<file path="config.mk">
export PLATFORM = sky130hd
export DESIGN_NAME = pmc_power_ctrl
export DESIGN_NICKNAME = d
export VERILOG_FILES = /design/src/inc/pmc_pkg.sv /design/src/rtl/pmc_power_ctrl.sv
export SDC_FILE = /design/constraint.sdc
export NUM_CORES = 1
export LEC_CHECK = 0
export BUFFER_PORTS_ARGS = -buffer_cell sky130_fd_sc_hd__buf_2
export CAP_MARGIN = 0
export CORE_ASPECT_RATIO = 1.1
export CORE_MARGIN = 2
export CORE_UTILIZATION = 40
export DETAILED_ROUTE_END_ITERATION = 8
export HOLD_SLACK_MARGIN = 0.02
export PLACE_DENSITY = 0.69
export SLEW_MARGIN = 5
export SYNTH_ARGS = -nofsm -noshare
export SYNTH_HDL_FRONTEND = slang
export SYNTH_SLANG_ARGS = --single-unit
</file>
<file path="constraint.sdc">
create_clock -name core_clk -period 1.9 [get_ports core_clk]
set_input_delay 0.475 -clock core_clk [delete_from_list [all_inputs] [get_ports core_clk]]
set_output_delay 0.475 -clock core_clk [all_outputs]
set_load 0.01 [all_outputs]
</file>
<file path="src/inc/pmc_pkg.sv">
// power-mode control constants and carrier types
// assumes one core clock domain and a plain register port from the core
package pmc_pkg;

  localparam int unsigned ADDR_W     = 4;
  localparam int unsigned DATA_W     = 8;
  localparam int unsigned NUM_DAC    = 2;
  localparam int unsigned PORT_W     = 32;
  localparam int unsigned IRQ_W      = 8;

  localparam logic [ADDR_W-1:0] MODE_OFS   = 4'h0;
  localparam logic [ADDR_W-1:0] CONV_OFS   = 4'h1;
  localparam logic [ADDR_W-1:0] IRQEN_OFS  = 4'h2;
  localparam logic [ADDR_W-1:0] STAT_OFS   = 4'h3;

  // mode register: bit 0 requests idle, bit 1 requests powerdown
  localparam int unsigned MODE_IDLE_BIT = 0;
  localparam int unsigned MODE_PD_BIT   = 1;
  // converter register: bit 0 adc, bits 1.. dacs
  localparam int unsigned CONV_ADC_BIT  = 0;
  localparam int unsigned CONV_DAC_LSB  = 1;
  // status register: bits 1:0 mode, bit 2 reference on
  localparam int unsigned STAT_REF_BIT  = 2;

  localparam logic [DATA_W-1:0] CONV_RST  = 8'h00;
  localparam logic [DATA_W-1:0] IRQEN_RST = 8'h00;
  localparam logic [DATA_W-1:0] ZERO_DATA = 8'h00;

  typedef enum logic [1:0] {
    PMC_NORMAL = 2'b00,
    PMC_IDLE   = 2'b01,
    PMC_PDOWN  = 2'b11
  } pmc_mode_t;

  typedef struct packed {
    logic [ADDR_W-1:0] addr;
    logic [DATA_W-1:0] wdata;
    logic              wr;
    logic              rd;
  } pmc_req_t;

  typedef struct packed {
    logic [PORT_W-1:0]  port;
    logic [NUM_DAC-1:0] dac;
  } pmc_pins_t;

endpackage

</file>
<file path="src/rtl/pmc_power_ctrl.sv">
// power-mode control: mode state, clock gates, pin freeze, converter enables
// assumes rst_n comes from an external power-on reset, already synchronous-safe
`timescale 1ns/10ps
module pmc_power_ctrl
  import pmc_pkg::*;
(
  input  wire logic                 core_clk,
  input  wire logic                 rst_n,
  input  wire pmc_req_t             regReq,
  output logic      [DATA_W-1:0]    regRdata,
  input  wire logic [IRQ_W-1:0]     irqReq,
  input  wire pmc_pins_t            pinsIn,
  output pmc_pins_t                 pinsOut,
  output logic      [NUM_DAC-1:0]   dacOe_n,
  output logic                      coreClkEn,
  output logic                      periphClkEn,
  output logic                      oscEn,
  output logic                      adcEn,
  output logic      [NUM_DAC-1:0]   dacEn,
  output logic                      refEn
);

  pmc_mode_t                mode;
  logic      [DATA_W-1:0]   convReg;
  logic      [IRQ_W-1:0]    irqEn;
  logic      [IRQ_W-1:0]    irqSync1;
  logic      [IRQ_W-1:0]    irqSync2;
  logic                     wakeIrq;

  function automatic logic hit(input pmc_req_t r, input logic [ADDR_W-1:0] ofs);
    return r.addr == ofs;
  endfunction

  ////////////////////////////////////////////////////////////////////////////
  // interrupt inputs come from other logic; synchronise them anyway
  always_ff @(posedge core_clk or negedge rst_n) begin
    if (!rst_n) begin
      irqSync1 <= '0;
      irqSync2 <= '0;
    end else begin
      irqSync1 <= irqReq;
      irqSync2 <= irqSync1;
    end
  end

  assign wakeIrq = |(irqSync2 & irqEn);

  ////////////////////////////////////////////////////////////////////////////
  // mode state
  always_ff @(posedge core_clk or negedge rst_n) begin
    if (!rst_n) begin
      mode <= PMC_NORMAL;
    end else begin
      case (mode)
        PMC_NORMAL: begin
          if (regReq.wr && hit(regReq, MODE_OFS)) begin
            if (regReq.wdata[MODE_PD_BIT]) begin
              mode <= PMC_PDOWN;
            end else if (regReq.wdata[MODE_IDLE_BIT]) begin
              mode <= PMC_IDLE;
            end
          end
        end
        PMC_IDLE: begin
          if (wakeIrq) begin
            mode <= PMC_NORMAL;
          end
        end
        default: mode <= mode;
      endcase
    end
  end

  ////////////////////////////////////////////////////////////////////////////
  // registers
  always_ff @(posedge core_clk or negedge rst_n) begin
    if (!rst_n) begin
      convReg <= CONV_RST;
      irqEn   <= IRQEN_RST;
    end else if (regReq.wr && mode == PMC_NORMAL) begin
      if (hit(regReq, CONV_OFS)) begin
        convReg <= regReq.wdata;
      end else if (hit(regReq, IRQEN_OFS)) begin
        irqEn <= regReq.wdata;
      end
    end
  end

  always_ff @(posedge core_clk or negedge rst_n) begin
    if (!rst_n) begin
      regRdata <= ZERO_DATA;
    end else if (regReq.rd) begin
      if (hit(regReq, MODE_OFS)) begin
        regRdata <= {{(DATA_W-2){1'b0}}, mode};
      end else if (hit(regReq, CONV_OFS)) begin
        regRdata <= convReg;
      end else if (hit(regReq, IRQEN_OFS)) begin
        regRdata <= irqEn;
      end else if (hit(regReq, STAT_OFS)) begin
        regRdata <= {{(DATA_W-3){1'b0}}, refEn, mode};
      end else begin
        regRdata <= ZERO_DATA;
      end
    end else begin
      regRdata <= ZERO_DATA;
    end
  end

  ////////////////////////////////////////////////////////////////////////////
  // clock gates, registered so the gating cells see a clean level
  always_ff @(posedge core_clk or negedge rst_n) begin
    if (!rst_n) begin
      coreClkEn   <= 1'b1;
      periphClkEn <= 1'b1;
      oscEn       <= 1'b1;
    end else begin
      coreClkEn   <= (mode == PMC_NORMAL);
      periphClkEn <= (mode != PMC_PDOWN);
      oscEn       <= (mode != PMC_PDOWN);
    end
  end

  ////////////////////////////////////////////////////////////////////////////
  // analog enables; everything analog is off in powerdown
  always_ff @(posedge core_clk or negedge rst_n) begin
    if (!rst_n) begin
      adcEn <= 1'b0;
      dacEn <= '0;
      refEn <= 1'b0;
    end else begin
      // each converter from its own bit
      adcEn <= convReg[CONV_ADC_BIT] && mode != PMC_PDOWN;
      dacEn <= convReg[CONV_DAC_LSB +: NUM_DAC] & {NUM_DAC{mode != PMC_PDOWN}};
      refEn <= (convReg[CONV_ADC_BIT] || |convReg[CONV_DAC_LSB +: NUM_DAC])
               && mode != PMC_PDOWN;
    end
  end

  ////////////////////////////////////////////////////////////////////////////
  // pin outputs
  always_ff @(posedge core_clk or negedge rst_n) begin
    if (!rst_n) begin
      pinsOut <= '0;
      dacOe_n <= '0;
    end else begin
      if (mode == PMC_NORMAL) begin
        pinsOut <= pinsIn;
      end
      dacOe_n <= {NUM_DAC{mode == PMC_PDOWN}};
    end
  end

  ////////////////////////////////////////////////////////////////////////////
  // check helper: cycles spent outside normal mode, saturating
  logic [DATA_W-1:0] lowCnt;

  always_ff @(posedge core_clk or negedge rst_n) begin
    if (!rst_n) begin
      lowCnt <= '0;
    end else if (mode == PMC_NORMAL) begin
      lowCnt <= '0;
    end else if (lowCnt != '1) begin
      lowCnt <= lowCnt + 1'b1;
    end
  end
endmodule // pmc_power_ctrl

</file>
======== Word-level counts from Yosys, hierarchy flattened ========
Cells that the tools add are included.
word-level totals
  bits in registers ....................... 83
  output and inout port bits .............. 51
operators by class
  equality and inequality tests ........... 9
  mux-type cells .......................... 10
  bitwise logic cells ..................... 3
  reduce and logical (&&, ||, !) cells .... 13
operators by type and width
  kind                                                                    number
  8-bit 2-to-1 mux                                                        4
  8-bit AND                                                               1
  4-bit by 2-bit equality test with 1-bit output (second input constant)  2
  2-bit 2-to-1 mux                                                        4
  8-bit OR reduction                                                      1
  2-bit inequality test (second input constant)                           3
  4-bit by 1-bit equality test with 1-bit output (second input constant)  1
  1-bit logical AND                                                       4
  4-bit zero test                                                         1
  2-bit case mux with 2 select lines                                      1
  4-bit AND reduction                                                     1
  3-bit 2-to-1 mux                                                        1
  3-bit inequality test (second input constant)                           1
  3-bit AND reduction                                                     1
  2-bit AND                                                               1
  2-bit by 1-bit equality test with 1-bit output (second input constant)  1
  2-bit equality test (second input constant)                             1
  2-bit zero test                                                         1
  2-bit AND reduction                                                     1
  2-bit nonzero test                                                      1
  2-bit OR reduction                                                      1
  1-bit logical OR                                                        1
  1-bit inverter                                                          1

======== Longest topological paths before layout ========
Gate-level depths: netlist of the first run.
  depth in word-level cells ............... 6
  mapped depth ............................ 5
  mapped depth without buffers ............ 3

======== Worst setup path after synthesis of the first run ========
OpenSTA, ideal clock, no wires.
  kind .................................... input to register
  from .................................... in regReq[10] in the netlist's numbering
  to ...................................... reg convReg[0]
  setup time .............................. 0.125 ns
  arrival ................................. 1.356 ns
  required time ........................... 1.775 ns
  slack ................................... 0.420 ns
  stages .................................. 5
  cells stage by stage .................... buf_6 > and2b_1 > buf_4 > nand4_4 > mux2_2
between the ends
  cells in the longest elaborated chain, start to end .. 2
ends and longest elaborated chain
  what                                            line                  source
  start, declared                                 pmc_power_ctrl.sv:9   input wire pmc_req_t regReq,
  4-bit by 1-bit equality test with 1-bit output  pmc_power_ctrl.sv:31  return r.addr == ofs;
  2-bit AND reduction (no source line)            --
  end signal, assigned                            pmc_power_ctrl.sv:82  convReg <= regReq.wdata;
  end, declared                                   pmc_power_ctrl.sv:24  logic [DATA_W-1:0] convReg;
No other way between the ends.
A chain may end at the register's enable or synchronous reset.

======== Final worst setup path of the first run ========
  from .................................... reg mode[1]
  to ...................................... reg pinsOut[4] in the netlist's numbering
between the ends
  cells in the longest elaborated chain, start to end .. 1
ends and longest elaborated chain
  what                    line                   source
  start, declared         pmc_power_ctrl.sv:23   pmc_mode_t mode;
  start signal, assigned  pmc_power_ctrl.sv:69   default: mode <= mode;
  2-bit zero test         pmc_power_ctrl.sv:146  if (mode == PMC_NORMAL) begin
  end signal, assigned    pmc_power_ctrl.sv:147  pinsOut <= pinsIn;
  end, declared           pmc_power_ctrl.sv:13   output pmc_pins_t pinsOut,
No other way between the ends.

==> results.md, run 1 <==
- Status: finished, final reports clean
- Total number of vias: 1937
- Storage cell area: 0.00208 mm2
- Nature of the critical path startpoint: flop
- Grt ovf: 0
- YS warnings: 0
- Num CTS Buffers: 9
- Post-synthesis instance area: 0.00302 mm2
- Floorplan die width: 86.9 um
- Most common library cell in the layout ignoring fill and taps: sky130_fd_sc_hd__buf_2
- Die height: 95.2 um
- Slew Limit Fails: 0
- Number of design rule violations left after detail routing: 0
- I/O pin count: 109
- Post-CTS repair timing setup buffer count: 0
- Hold buffer count at cts: 0
- Post-cts sizing count: 0
- Clock latency of the later-clocked register in the worst-skew pair: 350 ps
- Maximum buffer depth of the clock tree: 2
- Antenna diode instance count: 0
- Multi-input logic area: 885 um2
- Transition time at the pin with the least slew margin: 385 ps
- Post-synthesis cell type count: 25
- Fraction of layout instances using a drive strength above 1: 0.614
- Maximum fanout along the worst path: 26
- Global-route wire length before repair: 9.23 mm
- Mapped Cells: 184
- Worst clock skew on the final layout: 4.93 ps
- Sum of negative setup slack: 0 ps
- Number of sinks on the clock net: 83
- Placeable core region: 0.00739 mm2
- Slew margin rel.: 0.744
- Via count of the first global-routing pass: 1967
- Leading cell types in the layout, fill and taps excluded: sky130_fd_sc_hd__buf_2, sky130_fd_sc_hd__dfrtp_1, sky130_fd_sc_hd__mux2_2
- Estimated wirelength of the detail-placed design: 4.23 mm
- Non-filler cells, final: 393
- Number of routed nets with antenna violations: 0
- CTS H-tree lvls: 3
- TritonCTS clock tree: built
- Minimum period implied by the final worst setup slack: 1500 ps
- Row count: 33
- Final Net Count: 359
- Number of iterations in the first detailed-routing pass: 4
- Register bit count reported by yosys: 83
- Arrival time at the worst endpoint: 1730 ps
- Number of antenna violations at the first check in global routing: 0
- Effective utilization at floorplan: 0.409
- Area enclosed by the die boundary: 0.00827 mm2
- Final-layout worst hold slack: 34.9 ps
- Kind of critical path: reg -> reg
- Port bufs: 108
- Setup violations, final: 0
- Total Power Consumption: 0.00336 W
- Routability-driven placement congestion ratio: 0.803
- Post-Place Cells: 377
- Final cycle utilization of the critical path: 0.792
- Register area share after synthesis: 0.688
- Layout Area Growth over Synthesis: 29.5%
- Achievable frequency: 0.665 GHz
- Pin count of the biggest net entering global routing: 44
- Mean Syn Cell Area: 16.4 um2
- CTS clk-pin slew, worst paths: 80 ps
- Number of hold-slack violations in the final timing report: 0
- Required time reported for the critical path endpoint: 2130 ps
- Pwr per Cell Area: 859 mW/mm2
- Standby leakage power: 2.15 nW
- Average routed wire per standard cell: 14.8 um
- Class of the tightest hold or removal check: in -> async
- Element type at the critical path end: flop
- Global routing usage summed across all routing layers: 0.147
- Detailed Route Iter0 Violations: 81
- CTS Root Cell: sky130_fd_sc_hd__clkbuf_8
- Vias per inst: 4.93
- Count of filler cells inserted in the layout: 644
- Worst IR Drop VDD: 0.351 mV
- Syn nets: 242
- Unrepaired setup endpoints after global routing: no
- Maximum capacitance violations: 0
- Wirelength, routed: 5.83 mm
worst paths after layout:
check	from	endpoint	slack, ps	cells past startpoint
setup / recovery	mode[1]$_DFFE_PN0P_	pinsOut[4]$_DFFE_PN0P_	400	3
hold / removal	rst_n	dacOe_n[0]$_DFF_PN0_	30	1
setup reg to reg	mode[1]$_DFFE_PN0P_	pinsOut[4]$_DFFE_PN0P_	400	3
hold reg to reg	irqSync1[7]$_DFF_PN0_	irqSync2[7]$_DFF_PN0_	350	0
max in group asynchronous	rst_n	coreClkEn$_DFF_PN1_	1240	2
min in group core_clk	irqReq[5]	irqSync1[5]$_DFF_PN0_	230	1
logic make-up (layout without fill, tap and decap cells):
group | after synthesis | in the layout | share of synthesized area
flip-flops | 83 | 83 | 0.688
AND/OR/NAND/NOR | 24 | 24 | 0.0546
AO/OA/AOI/OAI | 16 | 16 | 0.0414
buffers and inverters | 8 | 130 | 0.0199
multiplexers | 53 | 53 | 0.197
synth_stat cells (all sizes together):
library cell   n  area (um2)
and2           3        18.8
a22oi          8        60.1
inv            1        3.75
dfstp          2        52.6
buf            7        56.3
mux2          51         574
a211oi         4        30.0
mux2i          2        20.0
o211ai         1        7.51
o221ai         1        8.76
nand2          4        15.0
nand4          2        42.5
dfrtp         81        2030
nor2b          2        12.5
or3            1        6.26
nand3          1        5.00
and2b          2        16.3
a222oi         1        10.0
nor2           8        40.0
a31o           1        8.76
nor4b          1        8.76
metrics by stage:
stage	utilization	setup slack [ps]	instance area, um2
after floorplan	-	420	3020
after global placement	0.498	296	3680
after detailed placement	0.498	238	3680
after CTS	0.530	386	3920
after global routing	0.530	332	3920
final	0.530	396	3920
area by class of cell:
type,count,share of cell area
flip-flops and latches,83,0.531
multi-input cells,93,0.226
repair buffers,113,0.155
clock buffers,10,0.0351
well taps,87,0.0278
clock inverters,6,0.0246
inverters,1,0.000958
worst max-delay path: stages (launching register included):
cell	delay, ps
sky130_fd_sc_hd__dfrtp_1	460
sky130_fd_sc_hd__nor2_4	340
sky130_fd_sc_hd__buf_12	230
sky130_fd_sc_hd__mux2_2	350
registers in the layout, indices dropped and copies added, names as in the netlist, 2 cells and up:
signal and flops:
pinsOut 34, convReg 8, irqEn 8, irqSync1 8, irqSync2 8, regRdata 8
dacEn 2, mode 2
layer usage:
metal | global-route usage | vias to the layer above | wire [um]
met5 | 0 | - | 0
met4 | 0.0612 | 0 | 88
met3 | 0.0433 | 7 | 351
met2 | 0.249 | 77 | 3060
met1 | 0.174 | 963 | 2330
li1 | - | 890 | -
report_power, final:
| part | switching [W] | internal (W) |
|---|---|---|
| Combinational | 0.0000732 | 0.0000567 |
| Clock | 0.000652 | 0.000792 |
| Sequential | 0.00000537 | 0.00178 |
No activity file was read; power rests on OpenSTA's default activity.
==> run 2, diff against run 1 <==
--- a/config.mk
+++ b/config.mk
@@ -12,7 +12,7 @@
 export CORE_UTILIZATION = 40
 export DETAILED_ROUTE_END_ITERATION = 8
 export HOLD_SLACK_MARGIN = 0.02
-export PLACE_DENSITY = 0.69
+export PLACE_DENSITY = 0.71
 export SLEW_MARGIN = 5
 export SYNTH_ARGS = -nofsm -noshare
 export SYNTH_HDL_FRONTEND = slang
==> constraint.sdc (replaced) <==
create_clock -name core_clk -period 1.22 [get_ports core_clk]
set_input_delay 0.305 -clock core_clk [delete_from_list [all_inputs] [get_ports core_clk]]
set_output_delay 0.305 -clock core_clk [all_outputs]
set_load 0.01 [all_outputs]
==> run 2 against run 1 <==
  * The flow now finishes with violations (setup timing)
  * Combinational power rose by 75%
  * Sequential share of layout area fell by 2.4 points
  * Hold slack improved by 39 ps
  * Clock power rose by 26%
  * Maximum frequency rose by 11%
==> results.md, run 2 (same netlist as run 1, synthesis figures left out) <==
- Number of iterations in the first detailed-routing pass: 4 (unchanged)
- Final-layout worst hold slack: 73.4 ps (+38.5 ps)
- FF-to-FF End: pinsOut[5]$_DFFE_PN0P_
- Final cycle utilization of the critical path: 1.11 (+0.323)
- Area enclosed by the die boundary: 0.00827 mm2 (unchanged)
- Non-filler cells, final: 411 (+4.6%)
- CTS Root Cell: sky130_fd_sc_hd__clkbuf_8
- Final Net Count: 378 (+5.3%)
- Slew Limit Fails: 0 (unchanged)
- Effective utilization at floorplan: 0.409 (unchanged)
- Number of flip-flops under the largest register name: 34 (unchanged)
- Setup slack, reg-to-reg: -140 ps (-540 ps)
- Most common library cell in the layout ignoring fill and taps: sky130_fd_sc_hd__buf_2
- CTS H-tree lvls: 3 (unchanged)
- Number of antenna violations at the first check in global routing: 0 (unchanged)
- Final core utilization: 0.556 (+0.0259)
- Destination of the critical timing path: pinsOut[5]$_DFFE_PN0P_
- Class of the tightest hold or removal check: in -> reg
- Vias per inst: 4.83 (-1.9%)
- Clock latency of the later-clocked register in the worst-skew pair: 350 ps (about the same)
- Pre-CTS setup slack: -185 ps (-424 ps)
- Maximum capacitance violations: 0 (unchanged)
- Via count of the first global-routing pass: 1978 (+0.56%)
- Number of routed nets with antenna violations: 0 (unchanged)
- Pin count of the biggest net entering global routing: 37 (-16%)
- Average routed wire per standard cell: 14.7 um (-1.3%)
- Largest Register: pinsOut
- Launch point of the worst path: mode[0]$_DFFE_PN0P_
- Layout Area Growth over Synthesis: 35.8%
- Fraction of layout instances using a drive strength above 1: 0.648 (+0.0338)
- Estimated wirelength of the detail-placed design: 4.33 mm (+2.4%)
- Leading cell types in the layout, fill and taps excluded: sky130_fd_sc_hd__buf_2, sky130_fd_sc_hd__dfrtp_1, sky130_fd_sc_hd__mux2_2
- Total number of vias: 1987 (+2.6%)
- Worst IR Drop VDD: 0.676 mV (+93%)
- Number of hold-slack violations in the final timing report: 0 (unchanged)
- Pwr per Cell Area: 1180 mW/mm2 (+37%)
- Slew margin rel.: 0.790 (+0.0463)
- Grt ovf: 0 (unchanged)
- Placeable core region: 0.00739 mm2 (unchanged)
- Reg2reg path depth: 4 (+1)
- Minimum period implied by the final worst setup slack: 1360 ps (-144 ps)
- Worst clock skew on the final layout: 14.3 ps (+9.36 ps)
- Number of sinks on the clock net: 83 (unchanged)
- Antenna diode instance count: 0 (unchanged)
- Floorplan die width: 86.9 um (unchanged)
- Maximum fanout along the worst path: 18 (-31%)
- Fin worst setup slack: -140 ps (-536 ps)
- Global-route wire length before repair: 9.31 mm (+0.82%)
- Achievable frequency: 0.735 GHz (+11%)
- Row count: 33 (unchanged)
- Kind of critical path: reg -> reg
- Unrepaired setup endpoints after global routing: yes
- Reg2Reg Launch Point: mode[0]$_DFFE_PN0P_
- Element type at the critical path end: flop
- Status: finished, violations left
- Required time reported for the critical path endpoint: 1440 ps (-690 ps)
- Routability-driven placement congestion ratio: 0.763 (-4.9%)
- Wirelength, routed: 6.02 mm (+3.2%)
- Arrival time at the worst endpoint: 1580 ps (-150 ps)
- Num CTS Buffers: 9 (unchanged)
- Violations in the final reports: setup timing
- TritonCTS clock tree: built
- Setup violations, final: 55 (+55)
- Die height: 95.2 um (unchanged)
- Nature of the critical path startpoint: flop
- Detailed Route Iter0 Violations: 65 (-20%)
- Global routing usage summed across all routing layers: 0.150 (+0.00357)
- Port bufs: 108 (unchanged)
- Maximum buffer depth of the clock tree: 2 (unchanged)
- I/O pin count: 109 (unchanged)
- CTS clk-pin slew, worst paths: 70 ps (about the same)
- Number of design rule violations left after detail routing: 0 (unchanged)
- Post-Place Cells: 391 (+3.7%)
- Standby leakage power: 2.26 nW (+5.2%)
- Transition time at the pin with the least slew margin: 315 ps (-69.9 ps)
==> run 2: changes by cell type in the layout (fill, tap and decap cells not counted), moves of 2 or more <==
cell,delta
sky130_fd_sc_hd__buf_4,+14
sky130_fd_sc_hd__buf_2,-4
sky130_fd_sc_hd__buf_6,+4
sky130_fd_sc_hd__clkinv_2,+4
sky130_fd_sc_hd__and2_1,-2
sky130_fd_sc_hd__and2_4,+2
sky130_fd_sc_hd__buf_12,+2
==> run 2: critical path: stages (launching register included) <==
cell and delay [ps]:
sky130_fd_sc_hd__dfrtp_1 430, sky130_fd_sc_hd__nor2_4 170, sky130_fd_sc_hd__buf_4 140, sky130_fd_sc_hd__buf_12 150, sky130_fd_sc_hd__mux2_2 350
==> run 2: layout make-up <==
class                   count  area (um2)
well taps                  87         109
clock buffers               9         124
repair buffers            132         826
fillers                   637        3280
multi-input cells          93         907
inverters                   1        3.75
flip-flops and latches     83        2080
clock inverters             6        57.6
==> run 2: metrics by stage <==
stage	TNS [ps]	power [W]	area, um2
floorplan	-5660	0.00288	3040
finish	-5630	0.00483	4110
global route	-7870	0.00506	4110
CTS	-4860	0.00492	4040
detailed placement	-6230	0.00307	3810
global placement	-4780	0.00307	3810
==> run 2: routing by layer <==
layer | GRT usage | vias to the layer above | wire length (um)
met3 | 0.0407 | 12 | 273
met4 | 0.0729 | 0 | 138
met5 | 0 | - | 0
met2 | 0.257 | 61 | 3170
met1 | 0.174 | 990 | 2440
li1 | - | 924 | -
==> run 2: worst min-delay path by stage <==
stage / endpoint / slack, ps / cells after the start / from
floorplan: adcEn$_DFF_PN0_ / 9 / 0 / rst_n
global placement: pinsOut[11]$_DFFE_PN0P_ / 210 / 1 / rst_n
detailed placement: pinsOut[8]$_DFFE_PN0P_ / 210 / 1 / rst_n
CTS: irqSync1[4]$_DFF_PN0_ / 50 / 1 / irqReq[4]
global route: irqSync1[7]$_DFF_PN0_ / 50 / 1 / irqReq[7]
finish: irqSync1[4]$_DFF_PN0_ / 70 / 1 / irqReq[4]
==> run 2: timing repair <==
action	4_1_cts	5_1_grt
endpoints found under the setup margin	56	65
hold buffers	1	0
setup buffers	0	2
resized for setup	7	4
cloned	0	2
hold endpoints to repair	17	0
pin swaps	0	1
==> run 2: power by group <==
part | total [W] | internal [W] | switching [W]
logic | 0.000228 | 0.000111 | 0.000118
registers | 0.00279 | 0.00278 | 0.00000816
clock network | 0.00182 | 0.000919 | 0.000898
total | 0.00483 | 0.00381 | 0.00102
